==> config.mk <==
export PLATFORM = sky130hd
export DESIGN_NAME = sil_top
export DESIGN_NICKNAME = d
export VERILOG_FILES = /design/src/logic/sil_pkg.sv /design/src/logic/sil_window.sv /design/src/logic/sil_pin.sv /design/src/logic/sil_top.sv
export SDC_FILE = /design/constraint.sdc
export NUM_CORES = 1
export LEC_CHECK = 0
export BUFFER_PORTS_ARGS = -buffer_cell sky130_fd_sc_hd__buf_2
export CORE_MARGIN = 3
export CORE_UTILIZATION = 50
export CTS_CLUSTER_DIAMETER = 150
export DETAILED_ROUTE_END_ITERATION = 10
export GPL_ROUTABILITY_DRIVEN = 1
export PLACE_DENSITY = 0.73
export SYNTH_ARGS = -nofsm -noshare
export SYNTH_HDL_FRONTEND = slang
export SYNTH_SLANG_ARGS = --single-unit
==> constraint.sdc <==
create_clock -name sys_clk -period 6.6 [get_ports sys_clk]
set_clock_uncertainty 0.05 [all_clocks]
set_input_delay 0.66 -clock sys_clk [delete_from_list [all_inputs] [get_ports sys_clk]]
set_output_delay 0.66 -clock sys_clk [all_outputs]
set_load 0.1 [all_outputs]
==> src/logic/sil_pkg.sv <==
// Package with register map, field layout and timing for the interrupt logic.
package sil_pkg;

  // Register offsets on the plain register port.
  localparam logic [7:0] ADDR_INT_CONFIG = 8'h00;
  localparam logic [7:0] ADDR_INT_SOURCE = 8'h01;
  localparam logic [7:0] ADDR_INT_STATUS = 8'h02;
  localparam logic [7:0] ADDR_WIN_CONFIG = 8'h03;
  localparam logic [7:0] ADDR_WIN_REF_MSB = 8'h04;
  localparam logic [7:0] ADDR_WIN_REF_LSB = 8'h05;
  localparam logic [7:0] ADDR_WIN_RANGE = 8'h06;
  localparam logic [7:0] ADDR_FIFO_THS = 8'h07;

  // Pin configuration field positions.
  localparam int CFG_MODE_BIT = 0;
  localparam int CFG_POL_BIT = 1;
  localparam int CFG_DRIVE_BIT = 2;
  localparam int CFG_EN_BIT = 3;

  // Source and status bit positions.
  localparam int SRC_DRDY = 0;
  localparam int SRC_FULL = 1;
  localparam int SRC_THS = 2;
  localparam int SRC_WIN = 3;
  localparam int STAT_POR = 4;

  // Window configuration: top reference bit and sample-count limit.
  localparam int WCFG_REF16_BIT = 7;
  localparam int WCFG_CNT_LSB = 0;
  localparam int WCFG_CNT_W = 2;

  // Reset values.
  localparam logic [7:0] INT_CONFIG_RST = 8'h00;
  localparam logic [7:0] INT_SOURCE_RST = 8'h00;
  localparam logic [7:0] WIN_CONFIG_RST = 8'h00;
  localparam logic [7:0] WIN_BYTE_RST = 8'h00;

  // Widths.
  localparam int PRESS_W = 17;
  localparam int RANGE_W = 8;

  // Pin timing, nanoseconds, and clock period.
  localparam int CLK_PERIOD_NS = 100;
  localparam int T_PULSE_NS = 500;
  localparam int T_DEASSERT_NS = 500;
  localparam logic [7:0] PULSE_CYC =
    8'((T_PULSE_NS + CLK_PERIOD_NS - 1) / CLK_PERIOD_NS);
  localparam logic [7:0] GAP_CYC =
    8'((T_DEASSERT_NS + CLK_PERIOD_NS - 1) / CLK_PERIOD_NS);

  // Register access carried from the port to the register file.
  typedef struct packed {
    logic wr;
    logic rd;
    logic [7:0] addr;
    logic [7:0] wdata;
  } sil_bus_s;

  // Pin timer states.
  typedef enum logic [2:0] {
    PIN_IDLE = 3'b001,
    PIN_ON = 3'b010,
    PIN_GAP = 3'b100
  } sil_pin_e;

endpackage

==> src/logic/sil_window.sv <==
// Pressure window check with consecutive out-of-window sample counter.
`timescale 1ns/1ps
module sil_window (
  // Clock and reset
  input wire logic sys_clk,
  input wire logic nrst,
  // Configuration
  input wire logic [sil_pkg::PRESS_W-1:0] ref_p,
  input wire logic [sil_pkg::RANGE_W-1:0] range_p,
  input wire logic [sil_pkg::WCFG_CNT_W-1:0] cnt_lim,
  // Samples
  input wire logic sample_valid,
  input wire logic [sil_pkg::PRESS_W-1:0] sample_p,
  // Result, a one-cycle event per qualifying sample
  output logic fire
);

  logic [sil_pkg::PRESS_W+1:0] hi_w, lo_w, smp_w;
  logic outside;
  logic [sil_pkg::WCFG_CNT_W:0] run_q;

  // Bounds are widened so reference plus range cannot wrap.
  assign hi_w = {2'b00, ref_p} + {11'h000, range_p};
  assign lo_w = {2'b00, ref_p} - {11'h000, range_p};
  assign smp_w = {2'b00, sample_p};
  // Below-zero lower bound shows as a set top bit and is never exceeded.
  assign outside = (smp_w > hi_w) ||
    (!lo_w[sil_pkg::PRESS_W+1] && smp_w < lo_w);

  // Count consecutive outside samples; an inside sample restarts the run.
  always_ff @(posedge sys_clk)
  begin
    if (!nrst)
    begin
      run_q <= '0;
      fire <= 1'b0;
    end
    else
    begin
      fire <= 1'b0;
      if (sample_valid)
      begin
        if (!outside)
        begin
          run_q <= '0;
        end
        else if (run_q < {1'b0, cnt_lim})
        begin
          run_q <= run_q + 3'h1;
          fire <= (run_q + 3'h1) >= {1'b0, cnt_lim};
        end
        else
        begin
          fire <= 1'b1;
        end
      end
    end
  end
endmodule

==> src/logic/sil_pin.sv <==
// Interrupt pin timer for pulsed and latched modes with gap enforcement.
`timescale 1ns/1ps
module sil_pin (
  // Clock and reset
  input wire logic sys_clk,
  input wire logic nrst,
  // Control
  input wire logic latched,
  input wire logic rise,
  input wire logic level,
  input wire logic force_off,
  // Logical pin state
  output logic active
);

  sil_pkg::sil_pin_e st_q;
  logic [7:0] cnt_q;
  logic pend_q;

  // Pulses last the pulse time; every release is followed by the gap.
  always_ff @(posedge sys_clk)
  begin
    if (!nrst)
    begin
      st_q <= sil_pkg::PIN_IDLE;
      cnt_q <= 8'h00;
      pend_q <= 1'b0;
    end
    else
    begin
      pend_q <= 1'b0;
      unique case (st_q)
        sil_pkg::PIN_IDLE:
        begin
          // A rise seen during the gap is served here, not dropped.
          if (!force_off && (latched ? level : (rise || pend_q)))
          begin
            st_q <= sil_pkg::PIN_ON;
            cnt_q <= 8'h01;
          end
        end
        sil_pkg::PIN_ON:
        begin
          cnt_q <= cnt_q + 8'h01;
          if (force_off ||
              (latched ? !level : cnt_q >= sil_pkg::PULSE_CYC))
          begin
            st_q <= sil_pkg::PIN_GAP;
            cnt_q <= 8'h01;
          end
        end
        sil_pkg::PIN_GAP:
        begin
          cnt_q <= cnt_q + 8'h01;
          pend_q <= !force_off && !latched && (pend_q || rise);
          if (cnt_q >= sil_pkg::GAP_CYC)
          begin
            st_q <= sil_pkg::PIN_IDLE;
          end
        end
      endcase
    end
  end

  assign active = (st_q == sil_pkg::PIN_ON);
endmodule

==> src/logic/sil_top.sv <==
// Sensor interrupt logic: window detector, status register and pin.
`timescale 1ns/1ps
// Operation
// - Hold 17-bit pressure reference in three fields.
// - Hold 8-bit window half-width.
// - Outside means strictly beyond reference plus/minus width.
// - Fire after configured consecutive outside samples.
// - Refire after each further outside sample.
// - Set power-up flag on leaving reset.
// - Power-up never drives the pin.
// - Status read clears power-up flag.
// - Pin polarity, drive and mode configurable.
// - Pin carries OR of enabled sources.
// - Pulsed mode: one pulse per rising condition.
// - Pulsed mode keeps minimum gap.
// - Latched mode holds pin, keeps gap.
// - Latched FIFO interrupt follows its condition.
// - Latched ready/window release on status read.
// - FIFO disable or flush clears FIFO interrupts.
// - Flush also clears window interrupt.
// - Threshold rewrite releases pin, clears threshold status.
// - Status clears by read, by FIFO disable or flush, and by threshold rewrite.
// - Latched threshold interrupt reasserts after rewrite if its condition holds.
// - FIFO conditions asserted at measurement end.
// - Ready asserted when new results present.
// - Sources gated by enables, power-up always.
module sil_top (
  // Clock and reset
  input wire logic sys_clk,
  input wire logic nrst,
  // Register port
  input wire logic [7:0] reg_addr,
  input wire logic [7:0] reg_wdata,
  input wire logic reg_wr,
  input wire logic reg_rd,
  output logic [7:0] reg_rdata,
  // Measurement and FIFO events from the core
  input wire logic meas_done,
  input wire logic [16:0] meas_press,
  input wire logic fifo_full_cond,
  input wire logic fifo_ths_cond,
  input wire logic fifo_enabled,
  input wire logic fifo_flush,
  // Interrupt pin, two signals
  output logic int_pin_o,
  output logic int_pin_oe_n,
  // Threshold value for the FIFO
  output logic [7:0] fifo_ths_q
);

  sil_pkg::sil_bus_s bus;
  logic [7:0] int_config_q, int_source_q, win_config_q;
  logic [7:0] ref_msb_q, ref_lsb_q, range_q;
  logic [4:0] status_q;
  logic full_prev_q, ths_prev_q;
  logic full_rise, ths_rise, win_fire, flush_any, ths_wr, stat_rd;
  logic [3:0] cond, cond_prev_q;
  logic level, rise, pin_active, pin_lvl;
  logic drdy_lat_q, win_lat_q;
  logic por_done_q;

  // Returns true when a strobe addresses the given register.
  function automatic logic hit(input logic stb, input logic [7:0] a,
                               input logic [7:0] target);
    hit = stb && (a == target);
  endfunction

  assign bus = '{wr: reg_wr, rd: reg_rd, addr: reg_addr, wdata: reg_wdata};
  assign stat_rd = hit(bus.rd, bus.addr, sil_pkg::ADDR_INT_STATUS);
  assign ths_wr = hit(bus.wr, bus.addr, sil_pkg::ADDR_FIFO_THS);
  assign flush_any = fifo_flush || !fifo_enabled;

  // Configuration registers written by software.
  always_ff @(posedge sys_clk)
  begin
    if (!nrst)
    begin
      int_config_q <= sil_pkg::INT_CONFIG_RST;
      int_source_q <= sil_pkg::INT_SOURCE_RST;
      win_config_q <= sil_pkg::WIN_CONFIG_RST;
      ref_msb_q <= sil_pkg::WIN_BYTE_RST;
      ref_lsb_q <= sil_pkg::WIN_BYTE_RST;
      range_q <= sil_pkg::WIN_BYTE_RST;
      fifo_ths_q <= sil_pkg::WIN_BYTE_RST;
    end
    else if (bus.wr)
    begin
      unique case (bus.addr)
        sil_pkg::ADDR_INT_CONFIG: int_config_q <= {4'h0, bus.wdata[3:0]};
        sil_pkg::ADDR_INT_SOURCE: int_source_q <= {4'h0, bus.wdata[3:0]};
        sil_pkg::ADDR_WIN_CONFIG: win_config_q <= bus.wdata;
        sil_pkg::ADDR_WIN_REF_MSB: ref_msb_q <= bus.wdata;
        sil_pkg::ADDR_WIN_REF_LSB: ref_lsb_q <= bus.wdata;
        sil_pkg::ADDR_WIN_RANGE: range_q <= bus.wdata;
        sil_pkg::ADDR_FIFO_THS: fifo_ths_q <= bus.wdata;
        default: ;
      endcase
    end
  end

  // Window detector on each finished measurement.
  sil_window u_window (
    .sys_clk(sys_clk),
    .nrst(nrst),
    .ref_p({win_config_q[sil_pkg::WCFG_REF16_BIT], ref_msb_q, ref_lsb_q}),
    .range_p(range_q),
    .cnt_lim(win_config_q[sil_pkg::WCFG_CNT_LSB +: sil_pkg::WCFG_CNT_W]),
    .sample_valid(meas_done && int_source_q[sil_pkg::SRC_WIN]),
    .sample_p(meas_press),
    .fire(win_fire)
  );

  // FIFO conditions are sampled at measurement end and follow their level.
  always_ff @(posedge sys_clk)
  begin
    if (!nrst)
    begin
      full_prev_q <= 1'b0;
      ths_prev_q <= 1'b0;
    end
    else
    begin
      if (flush_any)
      begin
        full_prev_q <= 1'b0;
        ths_prev_q <= 1'b0;
      end
      else
      begin
        full_prev_q <= meas_done ? fifo_full_cond
                                 : full_prev_q && fifo_full_cond;
        ths_prev_q <= ths_wr ? fifo_ths_cond
          : meas_done ? fifo_ths_cond
                      : ths_prev_q && fifo_ths_cond;
      end
    end
  end
  assign full_rise = meas_done && fifo_full_cond && !full_prev_q;
  assign ths_rise = meas_done && fifo_ths_cond && !ths_prev_q;

  // Sticky status; a set in the same cycle as a clearing read wins.
  always_ff @(posedge sys_clk)
  begin
    if (!nrst)
    begin
      status_q <= 5'h00;
      por_done_q <= 1'b0;
    end
    else
    begin
      // Power-up is set once, on the first edge after reset only.
      por_done_q <= 1'b1;
      if (!por_done_q)
      begin
        status_q[sil_pkg::STAT_POR] <= 1'b1;
      end
      else if (stat_rd)
      begin
        status_q[sil_pkg::STAT_POR] <= 1'b0;
      end
      status_q[sil_pkg::SRC_DRDY] <= (meas_done &&
        int_source_q[sil_pkg::SRC_DRDY]) ||
        (status_q[sil_pkg::SRC_DRDY] && !stat_rd);
      status_q[sil_pkg::SRC_WIN] <= !flush_any && (win_fire ||
        (status_q[sil_pkg::SRC_WIN] && !stat_rd));
      status_q[sil_pkg::SRC_FULL] <= !flush_any &&
        ((full_prev_q && int_source_q[sil_pkg::SRC_FULL]) ||
        (status_q[sil_pkg::SRC_FULL] && !stat_rd));
      status_q[sil_pkg::SRC_THS] <= !flush_any && !ths_wr &&
        ((ths_prev_q && int_source_q[sil_pkg::SRC_THS]) ||
        (status_q[sil_pkg::SRC_THS] && !stat_rd));
    end
  end

  // Latched holders for ready and window, released by a status read.
  always_ff @(posedge sys_clk)
  begin
    if (!nrst)
    begin
      drdy_lat_q <= 1'b0;
      win_lat_q <= 1'b0;
    end
    else
    begin
      drdy_lat_q <= meas_done || (drdy_lat_q && !stat_rd);
      win_lat_q <= !flush_any &&
        (win_fire || (win_lat_q && !stat_rd));
    end
  end

  // Enabled conditions; power-up deliberately excluded from the pin.
  assign cond[sil_pkg::SRC_DRDY] = drdy_lat_q &&
    int_source_q[sil_pkg::SRC_DRDY];
  assign cond[sil_pkg::SRC_FULL] = full_prev_q && !flush_any &&
    int_source_q[sil_pkg::SRC_FULL];
  assign cond[sil_pkg::SRC_THS] = ths_prev_q && !flush_any &&
    int_source_q[sil_pkg::SRC_THS];
  assign cond[sil_pkg::SRC_WIN] = win_lat_q &&
    int_source_q[sil_pkg::SRC_WIN];
  assign level = |cond;

  // Rising edges of any enabled source trigger a pulse.
  always_ff @(posedge sys_clk)
  begin
    if (!nrst)
    begin
      cond_prev_q <= 4'h0;
    end
    else
    begin
      cond_prev_q <= cond;
    end
  end
  assign rise = |(cond & ~cond_prev_q) ||
    (win_fire && int_source_q[sil_pkg::SRC_WIN]) ||
    (meas_done && int_source_q[sil_pkg::SRC_DRDY]);

  // Pin sequencer applies pulse length and deassertion gap.
  sil_pin u_pin (
    .sys_clk(sys_clk),
    .nrst(nrst),
    .latched(int_config_q[sil_pkg::CFG_MODE_BIT]),
    .rise(rise),
    .level(level),
    .force_off(ths_wr || fifo_flush),
    .active(pin_active)
  );

  // Pin drive from flip-flops: polarity and push-pull or open-drain.
  assign pin_lvl = int_config_q[sil_pkg::CFG_EN_BIT] && pin_active;
  always_ff @(posedge sys_clk)
  begin
    if (!nrst)
    begin
      int_pin_o <= 1'b0;
      int_pin_oe_n <= 1'b1;
    end
    else
    begin
      int_pin_o <= pin_lvl ^ !int_config_q[sil_pkg::CFG_POL_BIT];
      if (int_config_q[sil_pkg::CFG_DRIVE_BIT])
      begin
        // Open-drain drives only the low level of the pin and releases it otherwise.
        int_pin_oe_n <= pin_lvl ^ !int_config_q[sil_pkg::CFG_POL_BIT];
      end
      else
      begin
        int_pin_oe_n <= 1'b0;
      end
    end
  end

  // Read data stand in the cycle after the read strobe only.
  always_ff @(posedge sys_clk)
  begin
    if (!nrst)
    begin
      reg_rdata <= 8'h00;
    end
    else if (bus.rd)
    begin
      unique case (bus.addr)
        sil_pkg::ADDR_INT_CONFIG: reg_rdata <= int_config_q;
        sil_pkg::ADDR_INT_SOURCE: reg_rdata <= int_source_q;
        sil_pkg::ADDR_INT_STATUS: reg_rdata <= {3'h0, status_q};
        sil_pkg::ADDR_WIN_CONFIG: reg_rdata <= win_config_q;
        sil_pkg::ADDR_WIN_REF_MSB: reg_rdata <= ref_msb_q;
        sil_pkg::ADDR_WIN_REF_LSB: reg_rdata <= ref_lsb_q;
        sil_pkg::ADDR_WIN_RANGE: reg_rdata <= range_q;
        sil_pkg::ADDR_FIFO_THS: reg_rdata <= fifo_ths_q;
        default: reg_rdata <= 8'h00;
      endcase
    end
    else
    begin
      reg_rdata <= 8'h00;
    end
  end
endmodule

Word-level counts from Yosys, hierarchy flattened
Index checks and enable logic that the tools add are counted.
{"block": "totals", "reg_bits": 88, "latchBits": 0, "ramBits": 0, "rom_bits": 0, "inputBits": 42, "out_inout_bits": 18, "word_cells": 140, "mem_count": 0}
{"block": "classes", "addsub": 4, "mul": 0, "div_mod_pow": 0, "n_lt_le_gt_ge": 5, "eq_ne": 15, "shift": 0, "mux": 20, "n_bitwise": 4, "reduce_logical": 69}
{"op": "$pmux W8 S8", "n": 1}
{"op": "$eq A8 B3 Y1 const B", "n": 4}
{"op": "$logic_and A1 B1 Y1", "n": 31}
{"op": "$pmux W8 S3", "n": 1}
{"op": "$reduce_and A2 Y1", "n": 10}
{"op": "$gt A17 B19 Y1", "n": 1}
{"op": "$lt A17 B19 Y1", "n": 1}
{"op": "$add A17 B8 Y18", "n": 1}
{"op": "$sub A17 B8 Y18", "n": 1}
{"op": "$eq A8 B2 Y1 const B", "n": 2}
{"op": "$mux W8", "n": 2}
{"op": "$mux W3", "n": 5}
{"op": "$logic_or A1 B1 Y1", "n": 13}
{"op": "$mux W1", "n": 10}
{"op": "$logic_not A1 Y1", "n": 9}
{"op": "$pmux W3 S3", "n": 1}
{"op": "$add A8 B1 Y8 const B", "n": 1}
{"op": "$eq A8 B1 Y1 const B", "n": 1}
{"op": "$ge A8 B3 Y1 const B", "n": 1}
{"op": "$logic_not A8 Y1", "n": 1}
{"op": "$reduce_or A4 Y1", "n": 2}
{"op": "$ne A2 B1 Y1 const B", "n": 3}
{"op": "$reduce_and A3 Y1", "n": 2}
{"op": "$and A4 B4 Y4", "n": 1}
{"op": "other kinds (11)", "n": 12}

Logic depth before layout (Yosys ltp)
Gate-level depths: netlist (run 1).
{"block": "depth", "depth_word": 14, "ltp_mapped": 18, "mapped_depth_nobuf": 18}

Hierarchy
From an unflattened synthesis (run 1), not the netlist that was laid out.
{"block": "hier_totals", "cells_unflattened": 672, "hier_area_um2": 5704.2}
{"module": "sil_top", "instances": 1, "cells_each": 328, "area_per_inst_um2": 2949.1, "seq_area_each_um2": 1441.4}
{"module": "sil_window", "instances": 1, "cells_each": 268, "area_per_inst_um2": 2052.0, "seq_area_each_um2": 80.1}
{"module": "sil_pin", "instances": 1, "cells_each": 76, "area_per_inst_um2": 703.2, "seq_area_each_um2": 240.2}

Worst setup path before layout (run 1)
No wires, ideal clock.
{"block": "synth_timing", "kind": "register to register", "startpoint": "reg range_q[2]", "endpoint": "reg u_window.run_q[1] (netlist bit)", "setup_time_ns": 0.132, "arrival_time_ns": 3.337, "required_ns": 6.418, "setup_slack_ns": 3.081, "stages_incl_launch_ff": 18, "path_buffers": 0, "period_less_slack_ns": 3.519, "path_cell_list": "dfxtp_1 -> inv_1 -> ha_1 -> nor2b_1 -> o21ai_1 -> a21oi_1 -> o31a_1 -> o21ai_1 -> nand3_1 -> xor2_1 -> ha_1 -> nand4_1 -> a2111o_1 -> o2111ai_1 -> a221o_1 -> a31oi_1 -> a211oi_1 -> nor3b_1"}
{"block": "synth_via", "elab_chain_cells": 6, "elab_cells_between_ends": 10, "cone_classes": "add/sub (2); order compare (2); eq/ne (1); mux (1); reduce/logical (4)"}
{"item": "start, declared", "line_no": "sil_top.sv:53", "rtl": "logic [7:0] ref_msb_q, ref_lsb_q, range_q;"}
{"item": "start signal, assigned", "line_no": "sil_top.sv:83", "rtl": "range_q <= sil_pkg::WIN_BYTE_RST;"}
{"item": "start signal, assigned", "line_no": "sil_top.sv:94", "rtl": "sil_pkg::ADDR_WIN_RANGE: range_q <= bus.wdata;"}
{"item": "$sub A17 B8 Y18", "line_no": "sil_window.sv:24", "rtl": "assign lo_w = {2'b00, ref_p} - {11'h000, range_p};"}
{"item": "$lt A17 B19 Y1 / $logic_not A1 Y1 (equally long branches)", "line_no": "sil_window.sv:28", "rtl": "(!lo_w[sil_pkg::PRESS_W+1] && smp_w < lo_w);"}
{"item": "$logic_and A1 B1 Y1", "line_no": "sil_window.sv:28"}
{"item": "$logic_or A1 B1 Y1 *", "line_no": "sil_window.sv:27", "rtl": "assign outside = (smp_w > hi_w) ||"}
{"item": "$ne A2 B2 Y1 (no line)"}
{"item": "$reduce_and A2 Y1 (no line)"}
{"item": "end signal, assigned", "line_no": "sil_window.sv:49", "rtl": "run_q <= run_q + 3'h1;"}
{"item": "end, declared", "line_no": "sil_window.sv:20", "rtl": "logic [sil_pkg::WCFG_CNT_W:0] run_q;"}
Every way passes the cells marked *; elsewhere a longest branch is shown, timed or not.
A chain may end at the register's enable or synchronous reset.

Worst setup path in the final report (run 1)
Same ends and word-level chain as after synthesis.

==> results of run 1 <==
[synth_stat cells (3+ instances only)]
library cell / count
a211oi_1: 9
a21boi_0: 7
a21boi_1: 4
a21o_1: 3
a21oi_1: 24
a22oi_1: 5
a31oi_1: 3
and3_1: 11
buf_2: 5
clkbuf_1: 21
dfxtp_1: 88
ha_1: 57
inv_1: 33
mux2i_1: 45
mux4_2: 11
nand2_1: 42
nand2b_1: 5
nand3_1: 19
nand3b_1: 6
nand4_1: 11
nor2_1: 49
nor2b_1: 45
nor3_1: 8
nor4_1: 3
o2111ai_1: 3
o211ai_1: 5
o21ai_0: 12
xnor2_1: 21
xor2_1: 16
[cells by family after synthesis]
| family | share of synthesized area |
|---|---|
| AO/OA/AOI/OAI | 0.119 |
| XOR/XNOR | 0.0572 |
| adder cells (fa/ha/maj) | 0.133 |
| buffers and inverters | 0.0435 |
| flip-flops | 0.311 |
| multiplexers | 0.125 |
| AND/OR/NAND/NOR | 0.212 |
[area by class of cell]
cell class	instances	share of cell area
Timing Repair Buffer	60	0.0476
Sequential cell	88	0.277
Multi-Input combinational cell	469	0.575
Tap cell	140	0.0275
Inverter	33	0.0195
Clock inverter	6	0.0185
Clock buffer	9	0.0354
[registers in the layout (all words and copies together), names as in the netlist, 5 cells and up]
register	count
fifo_ths_q	8
ref_msb_q	8
status_q	5
range_q	8
win_config_q	8
ref_lsb_q	8
u_pin.cnt_q	8
reg_rdata	8
[worst max-delay path, cell delays in order (launching register included)]
cell	delay, ns
dfxtp_1	0.37
inv_1	0.05
ha_1	0.35
nor2b_1	0.17
o21ai_1	0.16
a21oi_1	0.11
o31a_1	0.30
o21ai_1	0.32
nand3_1	0.15
xor2_1	0.17
ha_1	0.30
nand4_1	0.12
a2111o_1	0.40
o2111ai_1	0.16
a221o_1	0.19
a31oi_1	0.06
a211oi_1	0.36
nor3b_1	0.10
[metal layers]
layer,GRT usage,up-vias
met5,0,-
met4,0.0537,0
met3,0.0437,20
met2,0.364,107
met1,0.279,2192
li1,-,2274
[power by group through the flow]
stage / clock network (W) / registers (W) / logic, W
floorplan: 0 / 0.000559 / 0.0000720
global placement: 0 / 0.000555 / 0.000106
detailed placement: 0 / 0.000556 / 0.000110
CTS: 0.000592 / 0.000544 / 0.000111
global route: 0.000611 / 0.000545 / 0.000124
finish: 0.000578 / 0.000544 / 0.000111
[metrics by stage]
step	instances	area, µm²	worst slack [ns]	power [W]
2_1_floorplan	618	5670	3.08	0.000631
3_3_place_gp	790	6020	2.80	0.000662
3_5_place_dp	790	6020	2.66	0.000666
4_1_cts	805	6360	2.61	0.00125
5_1_grt	805	6360	2.29	0.00128
6_report	805	6360	2.57	0.00123
[cells in the final DEF, fill, tap and decap left out, types with 12 or more instances in the layout]
cell     instances
dfxtp_1         88
buf_2           59
ha_1            57
nor2_1          49
nor2b_1         45
mux2i_1         45
nand2_1         42
inv_1           33
a21oi_1         24
xnor2_1         21
nand3_1         19
xor2_1          16
o21ai_0         12
[worst paths after layout]
path / start / to / slack (ns) / cells after the start
max: range_q[2] / u_window.run_q[1] / 2.57 / 17
min: por_done_q / status_q[4] / 0.38 / 1
max reg2reg: range_q[2] / u_window.run_q[1] / 2.57 / 17
min reg2reg: por_done_q / status_q[4] / 0.38 / 1
==> metrics, run 1 <==
status=finished clean; VDD IR max=190 µV; most common flop cell mapped by yosys=dfxtp_1; sequential standard cell area=1760 µm²; Worst EP required=just under 7 ns; met2 WL=around 6.4 mm; Slew Limit Fails=0; critical path class=flop to flop; post-DR vias/cell=5.71; global-route wire length before repair=22.2 mm; total global-route track usage=0.214; Fmax=248 MHz; clock network fraction of design power=0.469; DP HPWL=just over 10 mm; area share of the largest cell type after synthesis=0.311; Finished Core Util=0.582; multi-input combinational cell area=3660 µm²; setup TNS=0 ns; Mapped Cells=slightly above 600; Synth area leaders=dfxtp_1, ha_1, mux2i_1; die area=12600 µm²; internal power=~0.00095 W; Seq pwr share=0.441; DR vias=4593; CP Launch Type=flop; Yosys reg bits=88; final WL=13.2 mm; die height=112 µm; RSZ-0062 raised after global routing=no; GRT overflow=0; switch share=0.227; # resized after CTS=0; Cell Area, Synth=5670 µm²; initial antenna violation count=0; Detailed Route Iter0 Violations=261; fillers=968; Post-CTS Setup Repair Bufs=0; Cell Pwr Density=194 nW/µm²; area leader, netlist=dfxtp_1; H-tree levels=3; WL met1=6.01 mm; critical path capture point type=flop; async set-reset flop share out of synthesis=0; final hold slack=around 0.38 ns; I/O pin count=60; Logic pwr share=0.090; TritonCTS Buffers=9; number of diodes=0; TritonCTS clock tree=done; synthesis warning total=0; clock root buffer=clkbuf_16; number of global-route vias before repair=roughly 4600; Routed Antenna Nets=0; sequential share of the synthesized area=0.311; FP Rows=38; met3 WL=552 µm; CP arrival=4.18 ns; max_cap viols=0; share of cells above drive strength 1=0.152; Area Growth Syn to Fin=12.3%; final setup vio count=0; clk buf depth=2; worst skew pair latency=0.34 ns; Pre-antenna DRT Iters=5; Worst Tran Pin Value=between 0.9 and 1 ns; synthesized net count=719; Top Metal Used=met4; worst min-delay path category=flop to flop; Reg clk slew, reported paths=0.07 ns; Starting Density=0.518; GPL Wtd Cong=approximately 0.95; syn avg cell area=slightly above 9 µm²; core area=10900 µm²; final period demand of the worst path=4.03 ns; Final Hold Vio Count=0; Slew HR=0.341; CP Max Fanout=6; largest net degree at the start of global routing=69; Clock Sinks=88; Netlist cell types=66; PortBufs=59; Die Span X=approximately 110 µm; # nets final=762; routed len/inst=16.4 µm; DRC errors left=0; Lkg Pwr=about 2.7 nW; fin crit share=0.611; switching power=about 0.00028 W; EDFF count, synth=0; CTS Hold Bufs=0
Note: power is estimated with default switching activity, not from simulation.
==> run 2, diff against run 1 <==
- PLACE_DENSITY: 0.73 -> 0.75
- clock period: 6.6 -> 3.7 ns (I/O delays scaled with it)
==> metrics, run 2 (synthesized netlist as in run 1, its figures left out) <==
Placement Cell Area=6230 µm² (+3.5%); Slew HR=0.534 (+0.192); Reg clk slew, reported paths=0.07 ns (about the same); final instance area=6670 µm² (+4.8%); post-DR vias/cell=5.69 (-0.20%); core area=10900 µm² (unchanged); Worst EP required=3.92 ns (-2.83 ns); routed len/inst=16.5 µm (+0.83%); worst path cell trace=inv_2 -> ha_4 -> fa_2 -> nor2b_1 -> o21ai_1 -> a21oi_2 -> o31a_1 -> o21ai_2 -> buf_4 -> nand3b_1 -> xor2_1 -> ha_1 -> a21o_1 -> a21oi_2 -> o21ai_1 -> a221o_1 -> a31oi_4 -> a21oi_2 -> a211oi_2; Seq pwr share=0.460 (+0.019); largest net degree at the start of global routing=51 (-26%); status=finished clean; die height=112 µm (unchanged); final WL=13.8 mm (+4.8%); most frequent cells in the layout=dfxtp_1, buf_2, ha_1; DP HPWL=10.6 mm (+4.7%); final hold slack=0.212 ns (-0.165 ns); Final Hold Vio Count=0 (unchanged); Fmax=272 MHz (+9.7%); die area=12600 µm² (unchanged); most frequent CP cell=a21oi_2; most common cell after layout, fill and taps aside=dfxtp_1; critical path class=flop to flop; critical path capture point type=flop; Pre-antenna DRT Iters=4 (-1); Cell Pwr Density=316 nW/µm² (+63%); fin crit share=0.993 (+0.382); Worst Tran Pin Value=0.696 ns (-0.292 ns); TritonCTS Buffers=9 (unchanged); I/O pin count=60 (unchanged); Detailed Route Iter0 Violations=278 (+6.5%); final period demand of the worst path=3.67 ns (-0.357 ns); clock root buffer=clkbuf_16; # nets final=793 (+4.1%); GPL Wtd Cong=0.909 (-4.4%); Slew Limit Fails=0 (unchanged); worst min-delay path category=input pin to flop; Starting Density=0.518 (unchanged); Clock Sinks=88 (unchanged); FP Rows=38 (unchanged); number of global-route vias before repair=4810 (+4.5%); clock network fraction of design power=0.443 (-0.026); H-tree levels=3 (unchanged); final setup vio count=0 (unchanged); DR vias=4766 (+3.8%); Area Growth Syn to Fin=17.7%; total global-route track usage=0.221 (+0.00722); TritonCTS clock tree=done; Logic pwr share=0.098 (+0.008); max_cap viols=0 (unchanged); fillers=946 (-2.3%); initial antenna violation count=0 (unchanged); CP Max Fanout=3 (-3); worst path buffer plus inverter count=2 (+1); number of diodes=0 (unchanged); clk buf depth=2 (unchanged); CP Launch Type=flop; Die Span X=112 µm (unchanged); DRC errors left=0 (unchanged); CP max stage delay=0.41 ns (about the same); global-route wire length before repair=22.8 mm (+2.6%); PortBufs=59 (unchanged); Lkg Pwr=2.83 nW (+6.0%); worst skew pair latency=0.34 ns (about the same); reg-to-reg slack, setup=0.03 ns (-2.54 ns); CP arrival=3.89 ns (-0.29 ns); VDD IR max=264 µV (+39%); internal power=0.00157 W (+65%); kind of cell adding the most delay to the critical path=compound AO/OA/AOI/OAI gates; switching power=0.000536 W (+91%); switch share=0.254 (+0.0268); Routed Antenna Nets=0 (unchanged); RSZ-0062 raised after global routing=yes; CP max-delay cell=a221o_1; GRT overflow=0 (unchanged); share of cells above drive strength 1=0.225 (+0.0734)
run 2: cell type report:
cell class                      count  area (µm²)  share of cell area
Multi-Input combinational cell    469        3770               0.565
Sequential cell                    88        1770               0.265
Timing Repair Buffer               91         536              0.0803
Clock buffer                        9         225              0.0338
Tap cell                          140         175              0.0263
Inverter                           33         124              0.0186
Clock inverter                      7        77.6              0.0116
run 2: repair_timing:
action                     in CTS  in global routing
setup endpoints to repair       4                  4
resized for setup              13                 14
setup buffers                   2                  2
cloned                          0                  0
hold buffers                    0                  0
pin swaps                       5                 16
run 2: tightest hold or removal path, cell delays in order:
cell and delay [ns]:
buf_2 0.09, o21ai_0 0.06, nor2_1 0.04
run 2: through the flow:
stage                     setup TNS [ns]  utilization  cells  total power (W)  setup WS, ns
after floorplan                        0            -    618          0.00113         0.181
final                                  0        0.610    837          0.00211        0.0252
after detailed placement          -0.467        0.570    818          0.00119        -0.203
after global routing              -0.705        0.610    837          0.00219        -0.198
after CTS                              0        0.603    836          0.00211       0.00377
after global placement           -0.0578        0.570    818          0.00118       -0.0578
run 2: path summary, 6_finish.rpt:
kind | to | cells after the start | from
min | full_prev_q | 3 | fifo_full_cond
min reg2reg | status_q[4] | 1 | por_done_q
max | u_window.fire | 19 | ref_lsb_q[0]
max reg2reg | u_window.fire | 19 | ref_lsb_q[0]
run 2: routing by layer:
layer	GRT usage	part of all wire	vias up
met5	0	0	-
met4	0.0833	0.029	0
met3	0.0555	0.052	36
met2	0.377	0.49	126
met1	0.270	0.43	2267
li1	-	-	2337
run 2: power groups by stage:
stage | clock [W] | sequential (W) | combinational (W)
after floorplan | 0 | 0.000997 | 0.000128
after global placement | 0 | 0.000990 | 0.000190
after detailed placement | 0 | 0.000991 | 0.000197
after CTS | 0.000944 | 0.000969 | 0.000201
after global routing | 0.000988 | 0.000971 | 0.000229
final | 0.000934 | 0.000970 | 0.000206
